--- src/core/_unused_placeholder_never.sv ---
`timescale 1ns/100ps
`default_nettype none
`default_nettype wire

--- src/inc/dacpo_pkg.sv ---
`default_nettype none
// shared constants and types for the converter control block
package dacpo_pkg;
  // register indices on the plain register port
  localparam logic [3:0] REG_CFG = 4'h1;
  localparam logic [3:0] REG_STAT = 4'h2;
  // config register fields
  localparam int CFG_DCLK2_BIT = 0;
  localparam int CFG_DDR_BIT = 1;
  localparam int CFG_TRIM_DIS_BIT = 13;
  localparam logic [15:0] CFG_RST = 16'h0000;
  // status register fields
  localparam int ST_BUSY_BIT = 0;
  localparam int ST_TRIM_BIT = 1;
  localparam int ST_ADC_BIT = 2;
  localparam int ST_PDA_BIT = 3;
  localparam int ST_PDQ_BIT = 4;
  localparam int ST_EXT_BIT = 5;
  // pin vector positions
  localparam int IN_CAL = 0;
  localparam int IN_DLY = 1;
  localparam int IN_PD = 2;
  localparam int IN_PDQ = 3;
  localparam int IN_EDGE = 4;
  localparam int IN_LVL = 5;
  localparam int IN_EXT = 6;
  localparam int N_PINS = 7;
  // timing counts in input clock cycles
  localparam int T_CAL_L = 80;
  localparam int T_CAL_H = 80;
  localparam int SYNC_WAIT = 3;
  localparam int TRIM_CYC = 256;
  localparam int ADC_CYC = 1024;
  localparam int PIPE_LAT = 8;
  localparam int DLY_SHORT_CYC = 8192;
  localparam int DLY_LONG_CYC = 65536;
  localparam int CNT_W = 24;
  // calibration sequencer states
  typedef enum logic [4:0] {
    S_INIT = 5'h01,
    S_DELAY = 5'h02,
    S_IDLE = 5'h04,
    S_TRIM = 5'h08,
    S_ADC = 5'h10
  } dacpo_state_t;
  // one pair of demultiplexed output buses
  typedef struct packed {
    logic [7:0] bus_a;
    logic [7:0] bus_b;
  } dacpo_pair_t;
endpackage
`default_nettype wire

--- src/core/dacpo_ctrl.sv ---
`timescale 1ns/100ps
`default_nettype none
// Summary of operation
// - calibrate at power-up and on command, busy high
// - output clock stops in calibration unless trim off
// - power-on calibration waits selected delay
// - calibrate pin high at power-up skips it
// - calibration starts high count after rise
// - command trims termination then converter, skippable
// - delay select picks one of two delays
// - delay counter halts while power-down held
// - extended mode always uses short delay
// - edge select picks data change edge
// - range pair may become second clock
// - level select picks drive strength
// - power-down all, or second channel only
// - powered-down channel outputs high impedance, flush
// - power-down waits for running calibration
// - command during power-down is dropped
// - alternate conversions onto two buses
// - double rate: word per edge, quarter clock
// - output codes are offset binary
// - extended select high means pin control only
module dacpo_ctrl #(
  parameter int DLY_SHORT = dacpo_pkg::DLY_SHORT_CYC,
  parameter int DLY_LONG = dacpo_pkg::DLY_LONG_CYC
) (
  input wire logic core_clk,
  input wire logic resetn,
  input wire logic [3:0] reg_addr,
  input wire logic [15:0] reg_wdata,
  input wire logic reg_wr,
  input wire logic reg_rd,
  output logic [15:0] reg_rdata,
  input wire logic cal_pin,
  input wire logic cal_delay_select,
  input wire logic powerdown_all,
  input wire logic powerdown_second_channel,
  input wire logic output_edge_select,
  input wire logic output_level_select,
  input wire logic ext_ctrl_select,
  input wire logic [7:0] sample_i,
  input wire logic [7:0] sample_q,
  input wire logic sample_oor,
  output dacpo_pkg::dacpo_pair_t bus_i,
  output dacpo_pkg::dacpo_pair_t bus_q,
  output logic bus_i_oe,
  output logic bus_q_oe,
  output logic word_valid_i,
  output logic word_valid_q,
  output logic output_data_clock,
  output logic range_or_clock2,
  output logic drive_strong,
  output logic calibration_busy,
  output logic term_trim_active,
  output logic adc_cal_active
);

  // two-stage synchroniser for all pins
  logic [dacpo_pkg::N_PINS-1:0] meta_r;
  logic [dacpo_pkg::N_PINS-1:0] pin_r;
  wire [dacpo_pkg::N_PINS-1:0] pin_raw = {ext_ctrl_select, output_level_select,
    output_edge_select, powerdown_second_channel, powerdown_all, cal_delay_select, cal_pin};

  // pins only reach logic after the second stage
  always_ff @(posedge core_clk or negedge resetn)
  begin
    if (!resetn)
    begin
      meta_r <= '0;
      pin_r <= '0;
    end
    else
    begin
      meta_r <= pin_raw;
      pin_r <= meta_r;
    end
  end

  // synchronised pin levels
  wire cal_s = pin_r[dacpo_pkg::IN_CAL];
  wire dly_s = pin_r[dacpo_pkg::IN_DLY];
  wire pd_s = pin_r[dacpo_pkg::IN_PD];
  wire pdq_s = pin_r[dacpo_pkg::IN_PDQ];
  wire edge_s = pin_r[dacpo_pkg::IN_EDGE];
  wire lvl_s = pin_r[dacpo_pkg::IN_LVL];
  // pin high selects pin control only
  wire ext_mode = ~pin_r[dacpo_pkg::IN_EXT];

  // configuration register, effective only in extended mode
  logic [15:0] cfg_r;
  wire trim_dis = ext_mode & cfg_r[dacpo_pkg::CFG_TRIM_DIS_BIT];
  wire dclk2_en = ext_mode & cfg_r[dacpo_pkg::CFG_DCLK2_BIT];
  wire ddr_en = ext_mode & cfg_r[dacpo_pkg::CFG_DDR_BIT];

  // sequencer state and its counter
  dacpo_pkg::dacpo_state_t state_r;
  dacpo_pkg::dacpo_state_t state_nxt;
  logic [dacpo_pkg::CNT_W-1:0] cnt_r;
  logic [dacpo_pkg::CNT_W-1:0] cnt_nxt;
  wire st_init = (state_r == dacpo_pkg::S_INIT);
  wire st_delay = (state_r == dacpo_pkg::S_DELAY);
  wire st_idle = (state_r == dacpo_pkg::S_IDLE);
  wire st_trim = (state_r == dacpo_pkg::S_TRIM);
  wire st_adc = (state_r == dacpo_pkg::S_ADC);
  wire st_cal = st_trim | st_adc;

  // delay length: short in extended mode, else pin picks
  wire dly_long = ~ext_mode & dly_s;
  wire [dacpo_pkg::CNT_W-1:0] dly_lim = dly_long ?
    dacpo_pkg::CNT_W'(DLY_LONG - 1) : dacpo_pkg::CNT_W'(DLY_SHORT - 1);

  // power-down takes effect only outside calibration
  wire pd_all_act = pd_s & ~st_cal;
  wire pd_q_act = (pd_s | pdq_s) & ~st_cal;
  // device counts as powered down for command filtering
  wire powered_down = pd_s & ~st_cal;

  // calibrate pin filter: low count then high count
  logic [7:0] lo_cnt_r;
  logic [7:0] hi_cnt_r;
  logic lo_ok_r;
  logic cal_req_r;
  wire lo_done = (lo_cnt_r == 8'(dacpo_pkg::T_CAL_L - 1));
  wire hi_done = (hi_cnt_r == 8'(dacpo_pkg::T_CAL_H - 1));

  // command detector, cleared while powered down
  always_ff @(posedge core_clk or negedge resetn)
  begin
    if (!resetn)
    begin
      lo_cnt_r <= 8'h00;
      hi_cnt_r <= 8'h00;
      lo_ok_r <= 1'b0;
      cal_req_r <= 1'b0;
    end
    else if (powered_down)
    begin
      // nothing remembered across power-down
      lo_cnt_r <= 8'h00;
      hi_cnt_r <= 8'h00;
      lo_ok_r <= 1'b0;
      cal_req_r <= 1'b0;
    end
    else if (!cal_s)
    begin
      // count low time, saturating once valid
      hi_cnt_r <= 8'h00;
      cal_req_r <= 1'b0;
      if (!lo_done)
        lo_cnt_r <= lo_cnt_r + 8'h01;
      else
        lo_ok_r <= 1'b1;
    end
    else
    begin
      // high time after a valid low starts the command
      lo_cnt_r <= 8'h00;
      cal_req_r <= lo_ok_r & hi_done;
      if (lo_ok_r & hi_done)
      begin
        lo_ok_r <= 1'b0;
        hi_cnt_r <= 8'h00;
      end
      else if (lo_ok_r)
        hi_cnt_r <= hi_cnt_r + 8'h01;
    end
  end

  // sequencer next state
  always_comb
  begin
    state_nxt = state_r;
    cnt_nxt = cnt_r + dacpo_pkg::CNT_W'(1);
    case (state_r)
      dacpo_pkg::S_INIT:
      begin
        // let pin synchronisers settle first
        if (cnt_r == dacpo_pkg::CNT_W'(dacpo_pkg::SYNC_WAIT - 1))
        begin
          cnt_nxt = '0;
          state_nxt = cal_s ? dacpo_pkg::S_IDLE : dacpo_pkg::S_DELAY;
        end
      end
      dacpo_pkg::S_DELAY:
      begin
        if (pd_s)
          cnt_nxt = cnt_r;
        else if (cnt_r >= dly_lim)
        begin
          cnt_nxt = '0;
          state_nxt = dacpo_pkg::S_TRIM;
        end
      end
      dacpo_pkg::S_IDLE:
      begin
        cnt_nxt = '0;
        if (cal_req_r)
          state_nxt = trim_dis ? dacpo_pkg::S_ADC : dacpo_pkg::S_TRIM;
      end
      dacpo_pkg::S_TRIM:
      begin
        // termination trim, then converter calibration
        if (cnt_r == dacpo_pkg::CNT_W'(dacpo_pkg::TRIM_CYC - 1))
        begin
          cnt_nxt = '0;
          state_nxt = dacpo_pkg::S_ADC;
        end
      end
      dacpo_pkg::S_ADC:
      begin
        if (cnt_r == dacpo_pkg::CNT_W'(dacpo_pkg::ADC_CYC - 1))
        begin
          cnt_nxt = '0;
          state_nxt = dacpo_pkg::S_IDLE;
        end
      end
      default:
      begin
        cnt_nxt = '0;
        state_nxt = dacpo_pkg::S_IDLE;
      end
    endcase
  end

  // sequencer registers
  always_ff @(posedge core_clk or negedge resetn)
  begin
    if (!resetn)
    begin
      state_r <= dacpo_pkg::S_INIT;
      cnt_r <= '0;
    end
    else
    begin
      state_r <= state_nxt;
      cnt_r <= cnt_nxt;
    end
  end

  // offset binary coding of core samples
  wire [7:0] code_i = {~sample_i[7], sample_i[6:0]};
  wire [7:0] code_q = {~sample_q[7], sample_q[6:0]};

  // demux phase: odd cycle completes a pair
  logic ph_r;
  logic [7:0] hold_i_r;
  logic [7:0] hold_q_r;
  logic hold_or_r;
  logic or_word_r;

  // clock stops during calibration unless trim is off
  wire output_data_clock_stop = st_cal & ~trim_dis;
  wire output_data_clock_sdr = ph_r ? edge_s : ~edge_s;
  wire output_data_clock_ddr = ph_r ? ~output_data_clock : output_data_clock;
  wire output_data_clock_nxt = output_data_clock_stop ? 1'b0 : (ddr_en ? output_data_clock_ddr : output_data_clock_sdr);
  wire or_nxt = ph_r ? (hold_or_r | sample_oor) : or_word_r;

  // demux and output clock generation
  always_ff @(posedge core_clk or negedge resetn)
  begin
    if (!resetn)
    begin
      ph_r <= 1'b0;
      hold_i_r <= 8'h00;
      hold_q_r <= 8'h00;
      hold_or_r <= 1'b0;
      or_word_r <= 1'b0;
      bus_i <= '0;
      bus_q <= '0;
      output_data_clock <= 1'b0;
      range_or_clock2 <= 1'b0;
    end
    else
    begin
      ph_r <= ~ph_r;
      output_data_clock <= output_data_clock_nxt;
      // range pair doubles as second clock
      range_or_clock2 <= dclk2_en ? output_data_clock_nxt : or_nxt;
      or_word_r <= or_nxt;
      if (!ph_r)
      begin
        // even conversion waits for its partner
        hold_i_r <= code_i;
        hold_q_r <= code_q;
        hold_or_r <= sample_oor;
      end
      else
      begin
        // both buses update together at half rate
        bus_i <= '{bus_a: hold_i_r, bus_b: code_i};
        bus_q <= '{bus_a: hold_q_r, bus_b: code_q};
      end
    end
  end

  // output enables and pipeline refill tracking
  logic [3:0] lat_i_r;
  logic [3:0] lat_q_r;
  wire lat_i_full = (lat_i_r == 4'(dacpo_pkg::PIPE_LAT));
  wire lat_q_full = (lat_q_r == 4'(dacpo_pkg::PIPE_LAT));

  // channel power-down and word validity
  always_ff @(posedge core_clk or negedge resetn)
  begin
    if (!resetn)
    begin
      bus_i_oe <= 1'b0;
      bus_q_oe <= 1'b0;
      lat_i_r <= 4'h0;
      lat_q_r <= 4'h0;
      word_valid_i <= 1'b0;
      word_valid_q <= 1'b0;
    end
    else
    begin
      bus_i_oe <= ~pd_all_act;
      bus_q_oe <= ~pd_q_act;
      // stale words flushed before marking valid
      if (pd_all_act)
        lat_i_r <= 4'h0;
      else if (!lat_i_full)
        lat_i_r <= lat_i_r + 4'h1;
      if (pd_q_act)
        lat_q_r <= 4'h0;
      else if (!lat_q_full)
        lat_q_r <= lat_q_r + 4'h1;
      word_valid_i <= lat_i_full & ~pd_all_act;
      word_valid_q <= lat_q_full & ~pd_q_act;
    end
  end

  // status flags and drive level
  always_ff @(posedge core_clk or negedge resetn)
  begin
    if (!resetn)
    begin
      calibration_busy <= 1'b0;
      term_trim_active <= 1'b0;
      adc_cal_active <= 1'b0;
      drive_strong <= 1'b0;
    end
    else
    begin
      calibration_busy <= st_cal;
      term_trim_active <= st_trim;
      adc_cal_active <= st_adc;
      drive_strong <= lvl_s;
    end
  end

  // register decode
  wire sel_cfg = (reg_addr == dacpo_pkg::REG_CFG);
  wire sel_stat = (reg_addr == dacpo_pkg::REG_STAT);
  wire cfg_we = reg_wr & sel_cfg & ext_mode;
  wire [15:0] stat_val = 16'(st_cal) << dacpo_pkg::ST_BUSY_BIT
    | 16'(st_trim) << dacpo_pkg::ST_TRIM_BIT
    | 16'(st_adc) << dacpo_pkg::ST_ADC_BIT
    | 16'(pd_all_act) << dacpo_pkg::ST_PDA_BIT
    | 16'(pd_q_act) << dacpo_pkg::ST_PDQ_BIT
    | 16'(ext_mode) << dacpo_pkg::ST_EXT_BIT;
  wire [15:0] rd_val = sel_cfg ? cfg_r : (sel_stat ? stat_val : 16'h0000);

  // register writes and one-cycle read data
  always_ff @(posedge core_clk or negedge resetn)
  begin
    if (!resetn)
    begin
      cfg_r <= dacpo_pkg::CFG_RST;
      reg_rdata <= 16'h0000;
    end
    else
    begin
      if (cfg_we)
        cfg_r <= reg_wdata;
      reg_rdata <= reg_rd ? rd_val : 16'h0000;
    end
  end
endmodule
`default_nettype wire

--- config.mk ---
export PLATFORM = sky130hd
export DESIGN_NAME = dacpo_ctrl
export DESIGN_NICKNAME = d
export VERILOG_FILES = /design/src/core/_unused_placeholder_never.sv /design/src/inc/dacpo_pkg.sv /design/src/core/dacpo_ctrl.sv
export SDC_FILE = /design/constraint.sdc
export NUM_CORES = 1
export LEC_CHECK = 0
export BUFFER_PORTS_ARGS = -buffer_cell sky130_fd_sc_hd__buf_2
export CORE_ASPECT_RATIO = 0.5
export CORE_UTILIZATION = 60
export CTS_CLUSTER_DIAMETER = 200
export DETAILED_ROUTE_END_ITERATION = 8
export GPL_ROUTABILITY_DRIVEN = 0
export GPL_TIMING_DRIVEN = 0
export PLACE_DENSITY = 0.79
export SYNTH_ARGS = -nofsm -noshare
export SYNTH_HDL_FRONTEND = slang
export SYNTH_SLANG_ARGS = --single-unit
export TNS_END_PERCENT = 30
--- constraint.sdc ---
create_clock -name core_clk -period 3.8 [get_ports core_clk]
set_input_delay 0.57 -clock core_clk [delete_from_list [all_inputs] [get_ports core_clk]]
set_output_delay 0.57 -clock core_clk [all_outputs]
set_load 0.005 [all_outputs]
==> results of run 1 <==
synthesized netlist by cell type, types with 2 or more instances:
cell,count,area share (%)
nand2b_1,12,1.1
mux2i_1,7,1.0
or3_1,2,0.18
xnor2_1,9,1.1
o21ai_1,6,0.43
o22ai_1,6,0.54
buf_6,4,0.64
and3_1,8,0.71
buf_2,3,0.21
nor4_4,3,0.91
xor2_1,9,1.1
o2111ai_1,2,0.25
nand3b_1,4,0.43
nand3_1,18,1.3
inv_1,42,2.2
or4_1,2,0.21
a2111oi_0,2,0.25
buf_1,2,0.11
nand2_1,70,3.7
nor2_1,56,3.0
o21ai_0,51,3.6
nand4_1,17,1.5
a21oi_1,16,1.1
ha_1,11,2.0
inv_2,2,0.11
o31ai_2,2,0.36
nor3_1,10,0.71
nor2b_1,5,0.45
mux2_2,32,5.1
dfrtp_1,161,57
and2_1,11,0.98
o211ai_1,11,1.2
o311ai_1,7,0.87
clkbuf_1,16,0.86
nor4_1,6,0.54
o21a_1,3,0.32
nand4b_1,2,0.25
worst reg2reg max path: stages, from the launching register on:
cell and delay (ns):
dfrtp_1 0.42, nand2_1 0.14, ha_1 0.31, a21o_1 0.16
a2111oi_0 0.51, a22o_2 0.27, o21ai_2 0.16, o311ai_1 0.39
power breakdown:
| group | switching, mW | internal [mW] |
|---|---|---|
| registers | 0.0404 | 1.80 |
| clock network | 0.744 | 1.14 |
| logic | 0.106 | 0.0928 |
through the flow:
step / hold slack (ns) / total power, mW / cell area (µm²)
after CTS: 0.176 / 3.96 / 8420
after global routing: 0.208 / 4.06 / 8420
after floorplan: 0.274 / 1.96 / 7010
after global placement: 0.333 / 2.06 / 7730
after detailed placement: 0.337 / 2.07 / 7770
final: 0.138 / 3.93 / 8420
per-layer routing:
metal / global-route usage (%) / up-vias / part of all wire [%]
met2: 47.1 / 181 / 49
met1: 35.3 / 2639 / 44
met5: 0 / - / 0
met3: 6.35 / 32 / 5.3
li1: - / 2483 / -
met4: 10.0 / 0 / 1.9
state kept, by name, summed over array words and instances (netlist names), 4 cells and up:
| register | cells |
|---|---|
| cnt_r | 24 |
| bus_i | 16 |
| bus_q | 16 |
| cfg_r | 16 |
| reg_rdata | 16 |
| hi_cnt_r | 8 |
| hold_i_r | 8 |
| hold_q_r | 8 |
| lo_cnt_r | 8 |
| meta_r | 7 |
| pin_r | 7 |
| state_r | 5 |
| lat_i_r | 4 |
| lat_q_r | 4 |
cells by family after synthesis:
kind of cell / count (synthesis) / synth area share, %
xor+xnor: 18 / 2.25
mux: 40 / 6.30
compound gates: 112 / 9.85
buf+inv: 71 / 4.36
fa+ha+maj: 11 / 1.96
simple gates: 236 / 17.4
flops: 162 / 57.9
worst min-delay path by stage:
stage                   startpoint                        to  slack, ns  cells past startpoint
2_1_floorplan               resetn  adc_cal_active$_DFF_PN0_       0.27                      0
3_3_place_gp   meta_r[5]$_DFF_PN0_        pin_r[5]$_DFF_PN0_       0.33                      0
3_5_place_dp   meta_r[2]$_DFF_PN0_        pin_r[2]$_DFF_PN0_       0.34                      0
4_1_cts                     resetn   lo_cnt_r[1]$_DFFE_PN0P_       0.18                      1
5_1_grt                     resetn      cnt_r[0]$_DFFE_PN0N_       0.21                      1
6_report                    resetn   lo_cnt_r[0]$_DFFE_PN0P_       0.14                      1
layout make-up:
type	count	area, µm²	share of cell area (%)
clock buffers	19	443	5.26
clock inverters	13	206	2.45
flip-flops and latches	162	4060	48.2
plain buffers	27	140	1.66
repair buffers	106	563	6.69
well taps	159	199	2.36
inverters	44	165	1.96
multi-input cells	417	2650	31.5
==> summary.md, run 1 <==
| Metric | Value |
|---|---|
| Filler cells | 747 |
| Total GRT Usage | 27.7% |
| Stages on worst setup path | 7 |
| Pwr dens | 467 nW/µm² |
| Syn nets | 709 |
| Final-report hold violation count | 0 |
| Worst EP required | 4.10 ns |
| Max stage delay cell, worst path | a2111oi_0 |
| Setup TNS | 0 ns |
| Core Region | 11,200 µm² |
| Worst stage delay on the critical path | 0.51 ns |
| Cts repair resizes | 0 |
| WP buf/inv | 0 |
| H-tree depth | 4 |
| Pleak | 4.07 nW |
| Post-CTS Setup Inserts | 0 |
| Post-synth EDFFs | 0 |
| Critical Path AT | 2.78 ns |
| DR iter-0 viols | 250 |
| Antenna-violating nets left | 0 |
| Post-synthesis sequential area ratio | 57.9% |
| CP top delay family | compound AO/OA/AOI/OAI gates |
| DP Wirelength | 9980 µm |
| Clk slew on worst S/H paths | 0.06 ns |
| Crit path capture | cnt_r[13]$_DFFE_PN0N_ |
| RSZ-0062 raised after global routing | no |
| Nets | 834 |
| Slew HR | 53.8% |
| Worst Path Class, Setup | reg2reg |
| Ys async rst share | 100% |
| Dpl ws | 1.37 ns |
| Worst r2r src | pin_r[6]$_DFF_PN0_ |
| Layout cells sized above 1 | 25.0% |
| Slew Limit Fails | 0 |
| Synth warn | 0 |
| Vias in the first global route | 5,265 |
| Hold_buf cts | 0 |
| Clock skew | 0.0101 ns |
| Total number of vias | 5,335 |
| Netlist cell types | 57 |
| F_max | 404 MHz |
| Initial Util | 62.7% |
| Clk buf depth | 2 |
| Run status | completed |
| Antenna cell count | 0 |
| Peak supply drop | 0.302 mV |
| Final worst path period share | 65.1% |
| Commonest cells after routing, fill and taps aside | dfrtp_1 (161), buf_2 (107), nand2_1 (70) |
| First-pass GRT wire length | 25,800 µm |
| Die Height | 78.4 µm |
| Worst-path maximum fanout | 8 |
| Most common cell after layout, fill and taps aside | dfrtp_1 |
| Number of I/O port buffers | 105 |
| TritonCTS Buffers | 17 |
| Die extent in x | 155 µm |
| Pin count of the biggest net entering global routing | 92 |
| Clock Sink Count | 162 |
| Worst path cell trace | nand2_1, ha_1, a21o_1, a2111oi_0, a22o_2, o21ai_2, o311ai_1 |
| R2r setup slk | 1.33 ns |
| Vias per cell | 5.63 |
| Post-synthesis register bit count | 162 |
| Final WL | 15,300 µm |
| Worst-Skew Late Latency | 0.43 ns |
| Cell count after synthesis | 650 |
| Max Cap Violations | 0 |
| Setup crit start kind | flop |
| Slack of the critical path | 1.33 ns |
| CTS tree | done |
| Hold WC Path Type | in2async |
| Inst Count DP | 915 |
| # setup viols final | 0 |
| Grt ovf | 0 |
| Post-Layout Cell Count | 947 |
| Initial antenna violation count | 0 |
| Drt first pass iters | 5 |
| Worst R2R End | cnt_r[13]$_DFFE_PN0N_ |
| Min Tclk post-route | 2.47 ns |
| Dominant synthesized flop cell | dfrtp_1 |
| Die Area | 12,100 µm² |
| Worst-Margin Slew | 0.693 ns |
| Row cnt | 27 |
| Synthesized area per cell | 10.8 µm² |
| Setup crit end kind | flop |
| CTS Root Cell | clkbuf_16 |
| Worst Reg-to-Reg Cells | 7 |
| Mapped Area | 7010 µm² |
| Area grow syn2layout | 20.1% |
| I/O pins | 106 |
| Critical Path Source | pin_r[6]$_DFF_PN0_ |
| Final core occ | 75.3% |
| WL per Instance | 16.1 µm |
| DRC | 0 |
No activity file was read; power rests on OpenSTA's default activity.
==> run 2, diff against run 1 <==
--- a/config.mk
+++ b/config.mk
@@ -5,14 +5,15 @@
 export SDC_FILE = /design/constraint.sdc
 export NUM_CORES = 1
 export LEC_CHECK = 0
+export ABC_AREA = 1
 export BUFFER_PORTS_ARGS = -buffer_cell sky130_fd_sc_hd__buf_2
 export CORE_ASPECT_RATIO = 0.5
-export CORE_UTILIZATION = 60
+export CORE_UTILIZATION = 57
 export CTS_CLUSTER_DIAMETER = 200
 export DETAILED_ROUTE_END_ITERATION = 8
 export GPL_ROUTABILITY_DRIVEN = 0
 export GPL_TIMING_DRIVEN = 0
-export PLACE_DENSITY = 0.79
+export PLACE_DENSITY = 0.76
 export SYNTH_ARGS = -nofsm -noshare
 export SYNTH_HDL_FRONTEND = slang
 export SYNTH_SLANG_ARGS = --single-unit
==> constraint.sdc (replaced) <==
create_clock -name core_clk -period 2.4 [get_ports core_clk]
set_input_delay 0.36 -clock core_clk [delete_from_list [all_inputs] [get_ports core_clk]]
set_output_delay 0.36 -clock core_clk [all_outputs]
set_load 0.005 [all_outputs]
==> summary.md, run 2 <==
| Metric | Value |
|---|---|
| Cts repair resizes | 0 (unchanged) |
| Row cnt | 28 (+3.7%) |
| Cell count after synthesis | 849 (+31%) |
| Commonest cells post-synth | nand2_1 (207), dfrtp_1 (161), inv_1 (132) |
| Setup crit start kind | flop |
| F_max | 467 MHz (+15%) |
| Number of I/O port buffers | 105 (unchanged) |
| H-tree depth | 4 (unchanged) |
| Clock skew | 0.00896 ns (-0.00116 ns) |
| Clk slew on worst S/H paths | 0.07 ns (about the same) |
| Dpl ws | 0.257 ns (-1.11 ns) |
| Post-synth top area share | 55.6% (-1.9 points) |
| Final core occ | 71.4% (-3.9 points) |
| Vias per cell | 5.16 (-8.5%) |
| Pwr Total | 5.92 mW (+51%) |
| Synth area leader | dfrtp_1 |
| Pleak | 4.70 nW (+16%) |
| DRC | 0 (unchanged) |
| WP buf/inv | 3 (+3) |
| Slew HR | 52.7% (-1.1 points) |
| Dominant synthesized flop cell | dfrtp_1 |
| Total number of vias | 5,950 (+12%) |
| Slack of the critical path | 0.257 ns (-1.07 ns) |
| Area contributors post-synth | dfrtp_1 (56%), nand2_1 (11%), inv_1 (6.8%) |
| RSZ-0062 raised after global routing | no |
| Footprint of the multi-input gates | 2590 µm² (-2.4%) |
| Die extent in x | 161 µm (+4.3%) |
| Most common cell in the netlist | nand2_1 |
| CTS tree | done |
| Mapped Area | 7250 µm² (+3.4%) |
| CTS Root Cell | clkbuf_16 |
| Clk buf depth | 2 (unchanged) |
| Ys async rst share | 100% (unchanged) |
| Worst-path maximum fanout | 10 (+2) |
| Setup crit end kind | flop |
| CP top delay family | simple AND/OR/NAND/NOR gates |
| Most common cell after layout, fill and taps aside | nand2_1 |
| Worst stage delay on the critical path | 0.51 ns (about the same) |
| WL per Instance | 13.9 µm (-14%) |
| Max Cap Violations | 0 (unchanged) |
| Vias in the first global route | 5,758 (+9.4%) |
| First-pass GRT wire length | 26,400 µm (+2.2%) |
| Netlist cell types | 38 (-33%) |
| Post-synthesis sequential area ratio | 55.9% (-1.9 points) |
| Synth warn | 0 (unchanged) |
| I/O pins | 106 (unchanged) |
| Filler cells | 918 (+23%) |
| Register area | 4060 µm² (unchanged) |
| Worst Path Class, Setup | reg2reg |
| Synthesized area per cell | 8.54 µm² (-21%) |
| Peak supply drop | 0.370 mV (+23%) |
| Initial Util | 60.0% (-2.7 points) |
| DR iter-0 viols | 365 (+46%) |
| Grt ovf | 0 (unchanged) |
| Core Region | 12,100 µm² (+8.1%) |
| Post-synthesis register bit count | 162 (unchanged) |
| DP Wirelength | 11,300 µm (+14%) |
| Syn nets | 908 (+28%) |
| Max reg flops | 24 (unchanged) |
| Post-synth EDFFs | 0 (unchanged) |
| Run status | completed |
| Pin count of the biggest net entering global routing | 88 (-4.3%) |
| Clock Sink Count | 162 (unchanged) |
| Final WL | 16,000 µm (+4.9%) |
| # setup viols final | 0 (unchanged) |
| Hold WC Path Type | in2reg |
| Worst-Margin Slew | 0.704 ns (+0.0111 ns) |
| Final worst path period share | 89.3% (+24 points) |
| Total GRT Usage | 26.0% (-1.7 points) |
| Worst EP required | 2.72 ns (-1.38 ns) |
| CP most frequent cell | nand2_1 |
| Worst-Skew Late Latency | 0.43 ns (about the same) |
| Area grow syn2layout | 19.1% |
| R2r setup slk | 0.26 ns (-1.07 ns) |
| Largest Register | cnt_r |
| Min Tclk post-route | 2.14 ns (-0.331 ns) |
| Slew Limit Fails | 0 (unchanged) |
| Final-report hold violation count | 0 (unchanged) |
| Pwr dens | 686 nW/µm² (+47%) |
| Antenna-violating nets left | 0 (unchanged) |
| Drt first pass iters | 5 (unchanged) |
| Nets | 1,034 (+24%) |
| TritonCTS Buffers | 17 (unchanged) |
| Die Height | 81.7 µm (+4.2%) |
| Worst path cell trace | nand2_1, ha_1, nand2_1, inv_1, nand3_1, nor3_2, nor2_1, nor2_4, nand3_4, buf_6, nand2_1, inv_1 |
| Max stage delay cell, worst path | dfrtp_1 |
| Commonest cells after routing, fill and taps aside | nand2_1 (207), dfrtp_1 (161), inv_1 (132) |
| Die Area | 13,200 µm² (+8.7%) |
| Layout cells sized above 1 | 16.8% (-8.2 points) |
| Initial antenna violation count | 3 (+3) |
| Critical Path AT | 2.47 ns (-0.31 ns) |
-- run 2: cell count changes after synthesis, moves of 8 or more --
cell	previous run	this run
nand3_1	18	60
nand2b_1	12	0
xor2_1	9	19
nor2_1	56	85
mux2_2	32	0
nand2_1	70	207
and3_1	8	0
inv_1	42	132
and2_1	11	1
-- run 2: cells by family (layout without fill, tap and decap cells) --
logic type	count (synthesis)	after routing	synth area share, %
simple gates	411	411	24.9
flops	162	162	55.9
compound gates	86	86	6.30
other cells	0	1	0
buf+inv	158	297	8.37
xor+xnor	21	21	2.54
fa+ha+maj	11	11	1.90
-- run 2: where the power goes --
group | switching [mW] | total, mW | internal, mW | leakage [nW]
clock network | 1.27 | 2.69 | 1.43 | 0.294
registers | 0.0551 | 2.91 | 2.85 | 2.03
logic | 0.199 | 0.319 | 0.121 | 2.37
-- run 2: worst paths after layout --
| path | from | end | cells after the start |
|---|---|---|---|
| worst min register to register | meta_r[2]$_DFF_PN0_ | pin_r[2]$_DFF_PN0_ | 0 |
| worst min-delay path | output_level_select | meta_r[5]$_DFF_PN0_ | 1 |
| min in group asynchronous | resetn | cnt_r[8]$_DFFE_PN0N_ | 2 |
| worst max register to register | pin_r[6]$_DFF_PN0_ | cnt_r[16]$_DFFE_PN0N_ | 12 |
| worst max-delay path | pin_r[6]$_DFF_PN0_ | cnt_r[16]$_DFFE_PN0N_ | 12 |
| max in group asynchronous | resetn | state_r[0]$_DFFE_PN1P_ | 3 |
-- run 2: layout make-up --
| class | instances | area share (%) |
|---|---|---|
| multi-input cells | 529 | 30.0 |
| diodes | 1 | 0.0290 |
| inverters | 139 | 6.04 |
| plain buffers | 19 | 0.986 |
| clock inverters | 14 | 1.88 |
| flip-flops and latches | 162 | 47.0 |
| repair buffers | 107 | 6.64 |
| clock buffers | 18 | 5.09 |
| well taps | 165 | 2.39 |
-- run 2: repair_timing --
action                    CTS  global route
hold buffers                1             0
hold endpoints to repair   75             0
setup buffers               0             0
-- run 2: stage by stage --
stage	instances	TNS [ns]	hold slack (ns)	area, µm²
after global routing	1153	0	0.0231	8630
after detailed placement	1120	0	0.335	8020
after floorplan	849	0	0.0644	7250
after CTS	1153	0	0.0196	8630
final	1154	0	0.0290	8630
after global placement	1119	-232.86	0.332	7980
-- run 2: layer usage --
layer | share of wire (%) | vias to the layer above | global-route usage (%)
li1 | - | 2921 | -
met1 | 44 | 2841 | 31.7
met2 | 47 | 155 | 44.3
met3 | 7.2 | 29 | 8.43
met4 | 1.4 | 4 | 9.25
met5 | 0.12 | - | 0
==> run 3, diff against run 2 <==
--- a/config.mk
+++ b/config.mk
@@ -8,12 +8,13 @@
 export ABC_AREA = 1
 export BUFFER_PORTS_ARGS = -buffer_cell sky130_fd_sc_hd__buf_2
 export CORE_ASPECT_RATIO = 0.5
-export CORE_UTILIZATION = 57
+export CORE_UTILIZATION = 47
 export CTS_CLUSTER_DIAMETER = 200
 export DETAILED_ROUTE_END_ITERATION = 8
 export GPL_ROUTABILITY_DRIVEN = 0
 export GPL_TIMING_DRIVEN = 0
-export PLACE_DENSITY = 0.76
+export HOLD_SLACK_MARGIN = 0.08
+export PLACE_DENSITY = 0.64
 export SYNTH_ARGS = -nofsm -noshare
 export SYNTH_HDL_FRONTEND = slang
 export SYNTH_SLANG_ARGS = --single-unit
==> summary.md, run 3 (same netlist as run 2, synthesis figures left out) <==
| Metric | Value |
|---|---|
| Clk buf depth | 2 (unchanged) |
| Vias in the first global route | 5,739 (-0.33%) |
| WHS Endpoint | hold_q_r[7]$_DFFE_PN0N_ |
| Antenna-violating nets left | 0 (unchanged) |
| Drt first pass iters | 4 (-1) |
| Clock skew | 0.0154 ns (+0.00640 ns) |
| Cts repair resizes | 0 (unchanged) |
| Core Region | 14,700 µm² (+22%) |
| TritonCTS Buffers | 17 (unchanged) |
| Pwr Total | 5.99 mW (+1.1%) |
| Critical Path Source | pin_r[6]$_DFF_PN0_ |
| CP most frequent cell | nand2_1 |
| Worst-Margin Slew | 0.685 ns (-0.0184 ns) |
| DR iter-0 viols | 356 (-2.5%) |
| Pin count of the biggest net entering global routing | 124 (+41%) |
| Largest Register | cnt_r |
| Clock Sink Count | 162 (unchanged) |
| Slew Limit Fails | 0 (unchanged) |
| Worst EP required | 2.71 ns (about the same) |
| R2r setup slk | 0.27 ns (about the same) |
| Run status | completed |
| Hold Path Cell Cnt | 2 (+1) |
| Area grow syn2layout | 20.4% |
| Commonest cells after routing, fill and taps aside | nand2_1 (207), dfrtp_1 (161), inv_1 (132) |
| Slew HR | 54.0% (+1.2 points) |
| Peak supply drop | 0.481 mV (+30%) |
| Total number of vias | 5,826 (-2.1%) |
| CTS Root Cell | clkbuf_16 |
| Setup crit end kind | flop |
| Row cnt | 31 (+11%) |
| Nets | 1,041 (+0.68%) |
| Worst R2R End | cnt_r[11]$_DFFE_PN0N_ |
| F_max | 469 MHz (+0.58%) |
| Number of I/O port buffers | 105 (unchanged) |
| Critical Path AT | 2.44 ns (-0.03 ns) |
| Worst r2r src | pin_r[6]$_DFF_PN0_ |
| Final-report hold violation count | 0 (unchanged) |
| Most common cell after layout, fill and taps aside | nand2_1 |
| DRC | 0 (unchanged) |
| Die Height | 89.8 µm (+9.9%) |
| # setup viols final | 0 (unchanged) |
| I/O pins | 106 (unchanged) |
| First-pass GRT wire length | 28,000 µm (+6.0%) |
| Pleak | 4.72 nW (+0.41%) |
| Min-delay src | sample_q[7] |
| Antenna cell count | 0 (-1) |
| Worst-path maximum fanout | 10 (unchanged) |
| H-tree depth | 4 (unchanged) |
| Grt ovf | 0 (unchanged) |
| Worst path cell trace | nand2_1, ha_1, nand2_1, inv_1, nand3_1, nor3_2, nor2_1, nor2_4, nand3_4, buf_6, nand2_1, inv_1 |
| Worst Path Class, Setup | reg2reg |
| Die extent in x | 178 µm (+10%) |
| Setup crit start kind | flop |
| Initial antenna violation count | 1 (-2) |
| Worst stage delay on the critical path | 0.48 ns (-0.03 ns) |
| Worst Reg-to-Reg Cells | 12 (unchanged) |
| RSZ-0062 raised after global routing | no |
| Die Area | 16,000 µm² (+21%) |
| Pwr dens | 686 nW/µm² (about the same) |
| Initial Util | 49.2% (-11 points) |
| Total GRT Usage | 22.3% (-3.7 points) |
| Vias per cell | 4.89 (-5.2%) |
| Layout cells sized above 1 | 16.5% (-0.30 points) |
| Max stage delay cell, worst path | dfrtp_1 |
| Max reg flops | 24 (unchanged) |
| Max Cap Violations | 0 (unchanged) |
| Worst-Skew Late Latency | 0.43 ns (about the same) |
| Min Tclk post-route | 2.13 ns (-0.0123 ns) |
| Hold WC Path Type | in2reg |
| WL per Instance | 13.5 µm (-2.7%) |
| Final WL | 16,100 µm (+0.50%) |
| DP Wirelength | 11,400 µm (+0.57%) |
| Setup TNS | 0 ns (unchanged) |
| Final worst path period share | 88.8% (-0.51 points) |
| CTS tree | done |
| Clk slew on worst S/H paths | 0.07 ns (about the same) |
## run 3: cell count changes in the layout (fill, tap and decap cells not counted), sizes merged
cell         before  now
clkinv            9    5
bufinv            0    2
diode             1    0
inv             144  142
dlygate4sd3       1    8
clkinvlp          0    2
clkbuf           33   34
## run 3: worst max-delay path by stage
stage,to,slack [ns],cells past startpoint
after floorplan,cnt_r[15]$_DFFE_PN0N_,0.64,12
after global placement,bus_i[0]$_DFFE_PN0P_,-1.57,1
after detailed placement,cnt_r[7]$_DFFE_PN0N_,0.30,12
after CTS,cnt_r[11]$_DFFE_PN0N_,0.23,12
after global routing,cnt_r[10]$_DFFE_PN0N_,0.10,12
final,cnt_r[11]$_DFFE_PN0N_,0.27,12
## run 3: per-stage QoR
step / instances / setup slack, ns / util (%) / hold slack, ns / cell area [µm²]
after floorplan: 849 / 0.635 / - / 0.0644 / 7250
after global placement: 1152 / -1.57 / 54.4 / 0.332 / 8020
after detailed placement: 1153 / 0.299 / 54.7 / 0.278 / 8060
after CTS: 1192 / 0.230 / 59.2 / 0.136 / 8730
after global routing: 1192 / 0.102 / 59.2 / 0.140 / 8730
final: 1192 / 0.270 / 59.2 / 0.149 / 8730
## run 3: final cells by class
class	instances	area (µm²)
Buffer	19	85.1
Clock buffer	19	443
Multi-Input combinational cell	529	2590
Fill cell	1346	6010
Inverter	139	522
Tap cell	198	248
Timing Repair Buffer	114	643
Sequential cell	162	4060
Clock inverter	12	146
## run 3: metal layers
layer  vias to the layer above  share of wire [%]  global-route usage [%]
met5                         -              0.062                       0
met4                         2               0.63                    4.56
met3                        15                6.3                    7.99
met2                       131                 46                    35.2
met1                      2747                 47                    29.7
li1                       2931                  -                       -
## run 3: critical path: cells and delay by family, from the launching register on
kind / cells / cell delay (ns)
adder cells (fa/ha/maj): 1 / 0.31
buffers and inverters: 3 / 0.27
flip-flops: 1 / 0.48
AND/OR/NAND/NOR: 8 / 0.95
## run 3: repair_timing
item                                    CTS  global route
hold buffers                              8             0
endpoints found under the setup margin    0             0
endpoints found under the hold margin    46             0
buffers inserted                          0             0
## run 3: report_power, final
part           switching, mW  internal, mW  total, mW
clock                   1.17          1.58       2.75
combinational          0.199         0.128      0.327
sequential            0.0546          2.86       2.91
